--- config.mk ---
export PLATFORM = sky130hd
export DESIGN_NAME = ptmr_top
export DESIGN_NICKNAME = d
export VERILOG_FILES = /design/src/ptmr_prescale.v /design/src/ptmr_top.v
export VERILOG_INCLUDE_DIRS = /design/src
export SDC_FILE = /design/constraint.sdc
export NUM_CORES = 1
export LEC_CHECK = 0
export ABC_CLOCK_PERIOD_IN_PS = 2300
export BUFFER_PORTS_ARGS = -buffer_cell sky130_fd_sc_hd__buf_2
export CAP_MARGIN = 15
export CORE_MARGIN = 5
export CORE_UTILIZATION = 45
export CTS_BUF_LIST = sky130_fd_sc_hd__clkbuf_16
export DETAILED_ROUTE_END_ITERATION = 8
export GPL_TIMING_DRIVEN = 0
export PLACE_DENSITY = 0.83
export SLEW_MARGIN = 25
export SYNTH_ARGS = -nofsm -noshare
export SYNTH_HDL_FRONTEND = slang
export SYNTH_SLANG_ARGS = --single-unit
--- constraint.sdc ---
create_clock -name clk -period 2.3 [get_ports clk]
set_clock_uncertainty 0.05 [all_clocks]
set_input_delay 0.345 -clock clk [delete_from_list [all_inputs] [get_ports clk]]
set_output_delay 0.345 -clock clk [all_outputs]
set_load 0.02 [all_outputs]
--- src/ptmr_map.vh ---
// Purpose: Register map, field layout, reset values and timing counts of the period timer.
// Assumes: Included by bare name into the period timer design files.
// Notes: Definitions only; offsets, reset values, fields and scaler counts live here once.
`ifndef PTMR_MAP_VH
`define PTMR_MAP_VH

// Address decode width and APB data width.
`define PTMR_ADDR_W 12
`define PTMR_DATA_W 32

// Byte offsets of the registers on the APB.
`define PTMR_OFS_COUNT 12'h000
`define PTMR_OFS_CTRL 12'h004
`define PTMR_OFS_PERIOD 12'h008
`define PTMR_OFS_FLAG 12'h00c
`define PTMR_OFS_ENABLE 12'h010

// Reset values.
`define PTMR_RST_COUNT 8'h00
`define PTMR_RST_CTRL 7'h00
`define PTMR_RST_PERIOD 8'hff

// Control register fields.
`define PTMR_CTRL_PRE_LO 0
`define PTMR_CTRL_PRE_HI 1
`define PTMR_CTRL_RUN 2
`define PTMR_CTRL_POST_LO 3
`define PTMR_CTRL_POST_HI 6

// Position of the period flag in the flag and enable registers.
`define PTMR_FLAG_BIT 1

// Prescale select codes and the terminal counts they give.
`define PTMR_PRE_DIV1 2'h0
`define PTMR_PRE_DIV4 2'h1
`define PTMR_PRE_LAST1 4'h0
`define PTMR_PRE_LAST4 4'h3
`define PTMR_PRE_LAST16 4'hf

// The instruction clock is the system clock divided by four.
`define PTMR_INSTR_DIV 4
`define PTMR_INSTR_LAST 2'h3

`endif

--- src/ptmr_prescale.v ---
// Purpose: Instruction clock divider and selectable prescaler for the period timer.
// Assumes: clk is the oscillator clock; clear comes from logic on the same clock.
// Notes: tick is a one-cycle pulse, one per prescaled instruction cycle.
`timescale 1ns/100ps
`default_nettype none
`include "ptmr_map.vh"

module ptmr_prescale (
  // Clock and reset.
  input wire clk,
  input wire rst,
  // Control.
  input wire clear,
  input wire [1:0] sel,
  // Prescaled tick.
  output wire tick
);

  reg [1:0] instr_div;
  reg [3:0] pre_cnt;
  wire instr_tick;

  // Maps the select field onto the last count of the prescaler.
  function [3:0] pre_last;
    input [1:0] s;
    begin
      if (s == `PTMR_PRE_DIV1) begin
        pre_last = `PTMR_PRE_LAST1;
      end else if (s == `PTMR_PRE_DIV4) begin
        pre_last = `PTMR_PRE_LAST4;
      end else begin
        pre_last = `PTMR_PRE_LAST16;
      end
    end
  endfunction

  // The instruction phase runs free; clearing it would stretch the machine cycle.
  always @(posedge clk or posedge rst) begin
    if (rst) begin
      instr_div <= 2'h0;
    end else begin
      instr_div <= instr_div + 2'h1;
    end
  end

  assign instr_tick = (instr_div == `PTMR_INSTR_LAST);

  // Prescaler counts instruction cycles and restarts on a clear.
  always @(posedge clk or posedge rst) begin
    if (rst) begin
      pre_cnt <= 4'h0; // [RULE_07]
    end else if (clear) begin
      pre_cnt <= 4'h0; // [RULE_07]
    end else if (instr_tick) begin
      if (pre_cnt >= pre_last(sel)) begin
        pre_cnt <= 4'h0; // [RULE_03]
      end else begin
        pre_cnt <= pre_cnt + 4'h1;
      end
    end
  end

  // A tick leaves on the instruction cycle that completes the division.
  assign tick = instr_tick && !clear && (pre_cnt >= pre_last(sel)); // [RULE_03]

endmodule // ptmr_prescale

`default_nettype wire

--- src/ptmr_top.v ---
// Purpose: Eight-bit period timer with prescaler, postscaler and APB registers.
// Assumes: APB master on clk; partner units sample the timer outputs on clk.
// Notes: Every output is a flip-flop; partner pulses lag the match by one cycle.
//
// Added by the designer: the APB interface to the registers and the address map.
`timescale 1ns/100ps
`default_nettype none
`include "ptmr_map.vh"

// Functional notes
// RULE_01: Count up from zero, restart after period match.
// RULE_02: Period register resets to FFh, always accessible.
// RULE_03: Prescale select divides by one, four, sixteen.
// RULE_04: Postscaler sets flag every N+1 matches.
// RULE_05: Control layout: postscale, run, prescale; bit7 zero.
// RULE_06: Counter advances only while run bit set.
// RULE_07: Writes to count or control clear scalers.
// RULE_08: Control writes leave the count unchanged.
// RULE_09: Count register read/write, zero on reset.
// RULE_10: Postscaler ratio sets flag at bit one.
// RULE_11: Match pulse before postscaler drives serial clock.
// RULE_12: Count and match feed the PWM time base.
// RULE_13: Flag sticky until cleared; enable gates interrupt.
module ptmr_top (
  // Clock and reset.
  input wire clk,
  input wire rst,
  // APB slave.
  input wire psel,
  input wire penable,
  input wire pwrite,
  input wire [11:0] paddr,
  input wire [31:0] pwdata,
  output reg [31:0] prdata,
  output reg pready,
  output reg pslverr,
  // Interrupt request.
  output reg irq,
  // Synchronous serial port shift clock source.
  output reg ssp_shift_clk,
  // PWM time base for the capture/compare unit.
  output reg [7:0] pwm_count,
  output reg pwm_match
);

  // Register select codes, one bit per register.
  localparam SEL_NONE = 5'h00;
  localparam SEL_COUNT = 5'h01;
  localparam SEL_CTRL = 5'h02;
  localparam SEL_PERIOD = 5'h04;
  localparam SEL_FLAG = 5'h08;
  localparam SEL_ENABLE = 5'h10;

  // Software visible state.
  reg [7:0] tick_count;
  reg [7:0] period_match;
  reg [6:0] timer_control;
  reg period_irq_flag;
  reg period_irq_enable;

  // Postscaler state.
  reg [3:0] post_cnt;

  // Derived control and events.
  wire [1:0] prescale_select;
  wire [3:0] postscale_select;
  wire run_bit;
  wire pre_tick;
  wire advance;
  wire match;
  wire post_event;

  // Bus decode.
  wire [4:0] sel;
  wire setup_phase;
  wire wr_commit;
  wire wr_count;
  wire wr_ctrl;
  wire wr_period;
  wire wr_flag;
  wire wr_enable;
  wire scaler_clear;

  // Next values.
  reg [7:0] next_tick_count;
  reg [3:0] next_post_cnt;
  reg next_flag;
  reg [31:0] next_prdata;

  // Decodes a byte address into a one-hot register select.
  function [4:0] reg_sel;
    input [11:0] a;
    begin
      case (a)
        `PTMR_OFS_COUNT: begin
          reg_sel = SEL_COUNT;
        end
        `PTMR_OFS_CTRL: begin
          reg_sel = SEL_CTRL;
        end
        `PTMR_OFS_PERIOD: begin
          reg_sel = SEL_PERIOD;
        end
        `PTMR_OFS_FLAG: begin
          reg_sel = SEL_FLAG;
        end
        `PTMR_OFS_ENABLE: begin
          reg_sel = SEL_ENABLE;
        end
        default: begin
          reg_sel = SEL_NONE;
        end
      endcase
    end
  endfunction

  // Places a single flag or enable bit at its documented position.
  function [31:0] flag_word;
    input b;
    begin
      flag_word = 32'h00000000;
      flag_word[`PTMR_FLAG_BIT] = b;
    end
  endfunction

  // Control fields.
  assign prescale_select = timer_control[`PTMR_CTRL_PRE_HI:`PTMR_CTRL_PRE_LO]; // [RULE_05]
  assign postscale_select = timer_control[`PTMR_CTRL_POST_HI:`PTMR_CTRL_POST_LO]; // [RULE_05]
  assign run_bit = timer_control[`PTMR_CTRL_RUN]; // [RULE_05]

  // Bus phases; a write lands only at the access edge where pready is high.
  assign sel = reg_sel(paddr);
  assign setup_phase = psel && !penable;
  assign wr_commit = psel && penable && pready && pwrite;
  assign wr_count = wr_commit && (sel == SEL_COUNT);
  assign wr_ctrl = wr_commit && (sel == SEL_CTRL);
  assign wr_period = wr_commit && (sel == SEL_PERIOD);
  assign wr_flag = wr_commit && (sel == SEL_FLAG);
  assign wr_enable = wr_commit && (sel == SEL_ENABLE);

  // Either timer write restarts both scalers.
  assign scaler_clear = wr_count || wr_ctrl; // [RULE_07]

  // Prescaled instruction clock.
  ptmr_prescale u_prescale (
    .clk(clk),
    .rst(rst),
    .clear(scaler_clear),
    .sel(prescale_select),
    .tick(pre_tick)
  );

  // The counter steps only on a tick while running.
  assign advance = pre_tick && run_bit; // [RULE_06]
  assign match = advance && (tick_count == period_match); // [RULE_01]
  assign post_event = match && (post_cnt == postscale_select); // [RULE_04]

  // Next count; a software write wins over an increment in the same cycle.
  always @* begin
    next_tick_count = tick_count;
    if (wr_count) begin
      next_tick_count = pwdata[7:0]; // [RULE_09]
    end else if (match) begin
      next_tick_count = `PTMR_RST_COUNT; // [RULE_01]
    end else if (advance) begin
      next_tick_count = tick_count + 8'h01; // [RULE_01]
    end
  end

  // Next postscaler count; N+1 matches make one flag event.
  always @* begin
    next_post_cnt = post_cnt;
    if (scaler_clear) begin
      next_post_cnt = 4'h0; // [RULE_07]
    end else if (post_event) begin
      next_post_cnt = 4'h0; // [RULE_04]
    end else if (match) begin
      next_post_cnt = post_cnt + 4'h1; // [RULE_04]
    end
  end

  // Sticky flag; a new event beats a write-one-to-clear in the same cycle.
  always @* begin
    next_flag = period_irq_flag;
    if (post_event) begin
      next_flag = 1'b1; // [RULE_10]
    end else if (wr_flag && pwdata[`PTMR_FLAG_BIT]) begin
      next_flag = 1'b0; // [RULE_13]
    end
  end

  // Counter and postscaler; a control write touches neither count nor period.
  always @(posedge clk or posedge rst) begin
    if (rst) begin
      tick_count <= `PTMR_RST_COUNT; // [RULE_09]
      post_cnt <= 4'h0; // [RULE_07]
    end else begin
      tick_count <= next_tick_count; // [RULE_08]
      post_cnt <= next_post_cnt;
    end
  end

  // Period register, reachable at any time, even while counting.
  always @(posedge clk or posedge rst) begin
    if (rst) begin
      period_match <= `PTMR_RST_PERIOD; // [RULE_02]
    end else if (wr_period) begin
      period_match <= pwdata[7:0]; // [RULE_02]
    end
  end

  // Control register; bit 7 is not stored and reads as zero.
  always @(posedge clk or posedge rst) begin
    if (rst) begin
      timer_control <= `PTMR_RST_CTRL; // [RULE_05]
    end else if (wr_ctrl) begin
      timer_control <= pwdata[6:0]; // [RULE_05]
    end
  end

  // Interrupt flag and its enable.
  always @(posedge clk or posedge rst) begin
    if (rst) begin
      period_irq_flag <= 1'b0;
      period_irq_enable <= 1'b0;
    end else begin
      period_irq_flag <= next_flag; // [RULE_13]
      if (wr_enable) begin
        period_irq_enable <= pwdata[`PTMR_FLAG_BIT];
      end
    end
  end

  // The request follows the next flag so that it drops with the clear edge.
  always @(posedge clk or posedge rst) begin
    if (rst) begin
      irq <= 1'b0;
    end else if (wr_enable) begin
      irq <= next_flag && pwdata[`PTMR_FLAG_BIT]; // [RULE_13]
    end else begin
      irq <= next_flag && period_irq_enable; // [RULE_13]
    end
  end

  // Partner outputs are registered; the pulses come one cycle after the match, pwm_count tracks tick_count.
  always @(posedge clk or posedge rst) begin
    if (rst) begin
      ssp_shift_clk <= 1'b0;
      pwm_match <= 1'b0;
      pwm_count <= `PTMR_RST_COUNT;
    end else begin
      ssp_shift_clk <= match; // [RULE_11]
      pwm_match <= match; // [RULE_12]
      pwm_count <= next_tick_count; // [RULE_12]
    end
  end

  // Read mux; the value is captured in the setup cycle, so a running count
  // is reported as it stood then, which keeps the bus free of wait states.
  always @* begin
    next_prdata = 32'h00000000;
    case (sel)
      SEL_COUNT: begin
        next_prdata = {24'h000000, tick_count}; // [RULE_09]
      end
      SEL_CTRL: begin
        next_prdata = {25'h0, timer_control}; // [RULE_05]
      end
      SEL_PERIOD: begin
        next_prdata = {24'h000000, period_match}; // [RULE_02]
      end
      SEL_FLAG: begin
        next_prdata = flag_word(period_irq_flag);
      end
      SEL_ENABLE: begin
        next_prdata = flag_word(period_irq_enable);
      end
      default: begin
        next_prdata = 32'h00000000;
      end
    endcase
  end

  // APB answer: ready in the first access cycle, error on an unmapped address.
  always @(posedge clk or posedge rst) begin
    if (rst) begin
      pready <= 1'b0;
      pslverr <= 1'b0;
      prdata <= 32'h00000000;
    end else if (setup_phase) begin
      pready <= 1'b1;
      pslverr <= (sel == SEL_NONE);
      prdata <= pwrite ? 32'h00000000 : next_prdata;
    end else begin
      pready <= 1'b0;
      pslverr <= 1'b0;
      prdata <= 32'h00000000;
    end
  end

endmodule // ptmr_top

`default_nettype wire

==> out/metrics.cfg, run 1 <==
[synth]
dominantRegCellSynth = dfrtp_1
seq_area_frac_synth = 0.426
synth_cell_type_count = 50
yosysWarnings = 0
synth-edff-count = 0
syn_area_per_cell_um2 = 10.4
syn_area_um2 = 2780
async_flop_share = 1.00
synth_seq_cells = 47
netlist_instances = 267

[drt]
detail_route.wl_per_cell_um = 16.4
vias = 2417
drtAntennaViolNets = 0
drc_errors = 0
dr.pass1.iters = 7
drt_iter0_markers = 188
routed_via_density = 5.62
wirelength_um = 7040

[sta]
fin_tns_setup_ps = -443
fmax_ghz = 0.422
worst_pin_slew_ps = 562
relSlewSlack = 0.624
setup_slack_ps = -68.8
min_period_ps = 2370
rsz0062_at_grt = yes
period_share = 1.03
drv_slew = 0
setup_viol = 8
hold_violations = 0

[die]
core_area_um2 = 5960
rows = 28
chipHeight_um = 88.6
ios = 94
die_x_um = 88.6
start_util = 0.467
die_area_um2 = 7860

[clock_network]
cts_hold_buf = 0
cts_tree = built
cts.htree.levels = 2
clk_latency_ps = 290
clockBufferDepth = 2
numCtsBuffers = 5
root_buffer = clkbuf_16
path_clk_slew_ps = 60
clock-sinks = 47

[global_route]
grt_max_degree = 25
grt.total_usage = 0.187
overflow = 0
grt_pass1_wl_um = 11500
antenna_found_initial = 0
grt_pass1_vias = 2412

[pwr]
switching_share = 0.238
power_density_nw_per_um2 = 470
p_clk_frac = 0.422
p_comb_frac = 0.086
p_leak_nw = 1.69
irDropWorstVdd_uv = 360
internal_power_mw = 1.29
sequentialPowerShare = 0.492
netSwitchingPower_mw = 0.401

[setup_path]
startpoint_type = flip-flop
cp.required_ps = 2480
end_kind = flip-flop
cp_max_fo = 10
cp.arrival_ps = 2550
critical_path_class = reg2reg

[placement]
portBuffers = 45
dp_hpwl_um = 4930
gp_congestion = 0.850

[final_layout]
fin_nets = 411
diodes = 0
drive_gt1_frac = 0.386
finalCoreUtilization = 0.602
filler_cell_count = 492
area_delta_synth_final_pct = 28.9

[hold_path]
worstHoldPathType = in2async

[outcome]
violations = negative setup slack
outcome = finished with violations

[run]
maxCapViolCount = 0

[timing repair]
action / CTS / global route
endpoints found under the setup margin: 16 / 29
setup buffers: 8 / 3
resized for setup: 11 / 15
cloned: 0 / 0
pin swaps: 9 / 11
[routing by layer]
metal | GRT usage | routed length (um)
met5 | 0 | 0
met4 | 0.0591 | 128
met3 | 0.0531 | 553
met2 | 0.310 | 3640
met1 | 0.235 | 2710
[flip-flops by register name, indices dropped and copies added, names as in the netlist, 2 cells and up]
name and cells:
u_prescale.instr_div 2, prdata 8, post_cnt 4, timer_control 7
u_prescale.pre_cnt 4, pwm_count 8, period_match 8
[cell families after synthesis]
| group | share of synthesized area |
|---|---|
| AO/OA/AOI/OAI | 0.138 |
| flip-flops | 0.426 |
| XOR/XNOR | 0.0486 |
| adder cells (fa/ha/maj) | 0.0360 |
| multiplexers | 0.0719 |
| other | 0.00135 |
| AND/OR/NAND/NOR | 0.179 |
| buffers and inverters | 0.0994 |
[metrics by stage]
stage	std cells	hold WS [ps]	total power, mW	cell area, um^2	setup WS (ps)
detailed placement	411	363	0.987	3230	-235
CTS	427	60.0	1.69	3500	-128
floorplan	290	351	0.939	2880	2.72
global route	430	85.5	1.76	3590	-173
finish	430	38.6	1.69	3590	-68.8
global placement	410	363	0.978	3200	-185
[synth_stat cells (7+ instances only)]
cell	instances	area (um^2)
nand4_1	7	43.8
xnor2_1	8	70.1
nand3_1	9	45.0
inv_1	14	52.6
buf_4	27	203
o21ai_0	15	75.1
a21oi_1	9	45.0
dfrtp_1	39	976
a222oi_1	7	70.1
nor2_1	21	78.8
dfstp_2	8	210
mux2_1	15	169
ha_1	8	100
[layout make-up]
cell class	count	area (um^2)	area share
Clock inverter	3	20.0	0.00558
Buffer	32	245	0.0684
Timing Repair Buffer	57	343	0.0956
Inverter	14	52.6	0.0146
Clock buffer	5	125	0.0349
Tap cell	75	93.8	0.0262
Multi-Input combinational cell	197	1520	0.424
Sequential cell	47	1190	0.331
[power groups by stage]
stage	registers (mW)	clock network (mW)	logic [mW]
6_report	0.831	0.712	0.145
4_1_cts	0.830	0.718	0.141
5_1_grt	0.830	0.771	0.160
3_5_place_dp	0.845	0	0.141
3_3_place_gp	0.845	0	0.132
2_1_floorplan	0.848	0	0.0910
[worst paths after layout]
| check | from | endpoint | slack, ps | depth (start not counted) |
|---|---|---|---|---|
| min | rst | pwm_count[6]$_DFFE_PP0P_ | 40 | 2 |
| max | timer_control[1]$_DFFE_PP0P_ | pwm_count[3]$_DFFE_PP0P_ | -70 | 8 |
| max reg2reg | timer_control[1]$_DFFE_PP0P_ | pwm_count[3]$_DFFE_PP0P_ | -70 | 8 |
| min reg2reg | u_prescale.instr_div[0]$_DFF_PP0_ | u_prescale.instr_div[0]$_DFF_PP0_ | 380 | 1 |
| max in group asynchronous | rst | period_match[1]$_DFFE_PP1P_ | 1590 | 3 |
| min in group clk | pwrite | prdata[1]$_DFF_PP0_ | 190 | 2 |
[worst max-delay path, cell delays in order (launching register included)]
cell and delay [ps]:
dfrtp_1 390, or2_4 280, ha_4 210, nand2b_4 120, a2111o_1 440, and4_4 190, clkbuf_16 160, a311oi_4 300
a221o_1 160
[layout by cell type (no fill, tap or decap), types with 4 or more instances in the layout]
| cell | n |
|---|---|
| xnor2_2 | 4 |
| ha_1 | 7 |
| dfstp_2 | 8 |
| nor3_1 | 5 |
| nand3_1 | 9 |
| and4_1 | 4 |
| conb_1 | 24 |
| inv_1 | 12 |
| a221o_1 | 6 |
| mux2_1 | 15 |
| a21oi_1 | 7 |
| nor2_1 | 21 |
| clkbuf_16 | 6 |
| buf_4 | 36 |
| dfrtp_1 | 39 |
| nand4_1 | 7 |
| buf_2 | 47 |
| a222oi_1 | 7 |
| xnor2_1 | 8 |
| o21ai_0 | 13 |
| nand2_1 | 5 |
No activity file was read; power rests on OpenSTA's default activity.
==> inputs of run 2 (changes only) <==
Settings changed: ABC_AREA from default to 1, PLACE_DENSITY 0.83 to 0.82.
==> out/metrics.cfg, run 2 <==
[clock_network]
cts_setup_buffers = 0  ; -8
root_buffer = clkbuf_16
path_clk_slew_ps = 60  ; about the same
clock-sinks = 47  ; unchanged
cts_resized = 0  ; -11
cts.htree.levels = 2  ; unchanged
cts_tree = built
clockBufferDepth = 2  ; unchanged
clk_latency_ps = 290  ; about the same
numCtsBuffers = 5  ; unchanged

[sta]
setup_slack_ps = 308  ; +377 ps
hold_violations = 0  ; unchanged
fin_tns_setup_ps = 0  ; +443 ps
drv_slew = 0  ; unchanged
fmax_ghz = 0.502  ; +19%
period_share = 0.866  ; -0.164
holdWs_ps = 195  ; +157 ps
setup_viol = 0  ; -8
min_period_ps = 1990  ; -377 ps
rsz0062_at_grt = no

[synth]
synth-edff-count = 0  ; unchanged
synth_most_common_cell = nand2_1
async_flop_share = 1.00  ; unchanged
dominantRegCellSynth = dfrtp_1
seq_area_frac_synth = 0.409  ; -0.0175
synth_top_cell_by_area = dfrtp_1
syn_area_per_cell_um2 = 8.08  ; -22%
synthTopCellsByArea = dfrtp_1 34%, nand2_1 8.5%, dfstp_2 7.2%
syn_area_um2 = 2900  ; +4.3%
netlist_instances = 359  ; +34%
synth_seq_cells = 47  ; unchanged
yosysWarnings = 0  ; unchanged
synth.top_cell.area_share = 0.336  ; -0.0144
synth_cell_type_count = 35  ; -30%
synthTopCellsByCount = 66 x nand2_1, 41 x inv_1, 39 x dfrtp_1

[hold_path]
holdPathStages = 2
worstHoldPathType = in2reg

[die]
ios = 94  ; unchanged
die_x_um = 90.3  ; +1.9%
die_area_um2 = 8150  ; +3.8%
core_area_um2 = 6310  ; +6.0%
chipHeight_um = 90.3  ; +1.9%
rows = 29  ; +3.6%
start_util = 0.460  ; -0.00765

[final_layout]
drive_gt1_frac = 0.268  ; -0.118
fin_cells = 514  ; +20%
mostFrequentLayoutCell = nand2_1
diodes = 0  ; unchanged
finalCoreUtilization = 0.556  ; -0.0466
final_cell_mix = 66 x nand2_1, 47 x buf_2, 40 x inv_1
top_regs = period_match (8), prdata (8), pwm_count (8)
fin_nets = 493  ; +20%
area_delta_synth_final_pct = 20.9

[drt]
dr.pass1.iters = 4  ; -3
wl_met3_um = 648  ; +17%
drc_errors = 0  ; unchanged
met1_length_um = 2800  ; +3.2%
detail_route.wl_per_cell_um = 13.3  ; -19%
highest_layer = met4
drt_iter0_markers = 190  ; +1.1%
wirelength_um = 6840  ; -2.8%
routed_via_density = 4.92  ; -12%
vias = 2531  ; +4.7%
wl_met2_um = 3280  ; -9.9%
drtAntennaViolNets = 0  ; unchanged

[setup_path]
r2r_setup_slack_ps = 310  ; +380 ps
crit_path_max_incr_delay_ps = 420  ; -20 ps
cp_num_buf_inv = 1  ; unchanged
startpoint_type = flip-flop
slowest_stage = dfrtp_1
cp_max_fo = 8  ; -2
cp.required_ps = 2480  ; about the same
critical_path_class = reg2reg
reg2reg_depth = 11  ; +3
path_cells = nor2_1 -> ha_1 -> inv_1 -> nor2_1 -> o21ai_0 -> nand3_1 -> nand2_1 -> nor2_4 -> nor2_4 -> nand2_1 -> nand3_1
end_kind = flip-flop
cpLargestDelayFamily = simple AND/OR/NAND/NOR gates
worst-path-stages = 11  ; +3
cp.arrival_ps = 2170  ; -380 ps

[placement]
portBuffers = 45  ; unchanged
gp_congestion = 0.886  ; +4.2%
dp.cells = 505  ; +23%
place_ws_ps = 406  ; +641 ps
dp_hpwl_um = 5230  ; +6.2%

[outcome]
outcome = finished, final reports clean

[pwr]
power_density_nw_per_um2 = 515  ; +9.5%
irDropWorstVdd_uv = 335  ; -7.0%
p_leak_nw = 1.86  ; +9.8%

[global_route]
grt.total_usage = 0.170  ; -0.0169
grt_max_degree = 34  ; +36%
overflow = 0  ; unchanged
antenna_found_initial = 0  ; unchanged
grt_pass1_vias = 2481  ; +2.9%
grt_pass1_wl_um = 11600  ; +0.90%

[run]
maxCapViolCount = 0  ; unchanged

run 2: cell type report:
class | instances | area, um^2
fill | 582 | 2810
multi-input combinational | 257 | 1400
sequential | 47 | 1190
timing repair buffer | 47 | 255
buffer | 31 | 223
inverter | 47 | 176
clock buffer | 5 | 125
tap | 77 | 96.3
clock inverter | 3 | 43.8
run 2: power breakdown:
group          leakage [nW]  internal, mW  switching, mW
Clock                0.0838         0.513          0.314
Combinational          1.16        0.0556         0.0960
Sequential            0.621         0.829       0.000744
run 2: cell families after synthesis:
kind of cell | count (synthesis) | share of synthesized area
AND/OR/NAND/NOR | 170 | 0.290
buffers and inverters | 78 | 0.138
flip-flops | 47 | 0.409
AO/OA/AOI/OAI | 34 | 0.0634
XOR/XNOR | 20 | 0.0604
adder cells (fa/ha/maj) | 8 | 0.0345
other | 1 | 0.00129
multiplexers | 1 | 0.00388
run 2: path summary, 6_finish.rpt:
| check | startpoint | to |
|---|---|---|
| min in group asynchronous | rst | irq$_DFF_PP0_ |
| worst max register to register | timer_control[1]$_DFFE_PP0P_ | pwm_count[3]$_DFFE_PP0P_ |
| worst min-delay path | penable | pready$_DFF_PP0_ |
| worst min register to register | u_prescale.instr_div[0]$_DFF_PP0_ | u_prescale.instr_div[0]$_DFF_PP0_ |
| max in group asynchronous | rst | period_match[1]$_DFFE_PP1P_ |
| worst max-delay path | timer_control[1]$_DFFE_PP0P_ | pwm_count[3]$_DFFE_PP0P_ |
run 2: routing by layer:
metal  vias up  track usage
met3        14       0.0617
met4         0       0.0434
met1      1144        0.211
li1       1264            -
met5         -            0
met2       109        0.280
run 2: metrics by stage:
stage | area, um^2 | power, mW
detailed placement | 3330 | 0.993
finish | 3510 | 1.81
floorplan | 2990 | 0.949
global placement | 3310 | 0.987
global route | 3510 | 1.87
CTS | 3510 | 1.81
run 2: worst reg2reg max path, delay by kind of cell, from the launching register on:
kind,cells,cell delay [ps]
buffers and inverters,1,60
adder cells (fa/ha/maj),1,260
flip-flops,1,420
AND/OR/NAND/NOR,8,920
AO/OA/AOI/OAI,1,210
run 2: what timing repair did:
item / 4_1_cts / 5_1_grt
setup endpoints to repair: 0 / 0
endpoints found under the hold margin: 14 / 0
hold buffers: 1 / 0
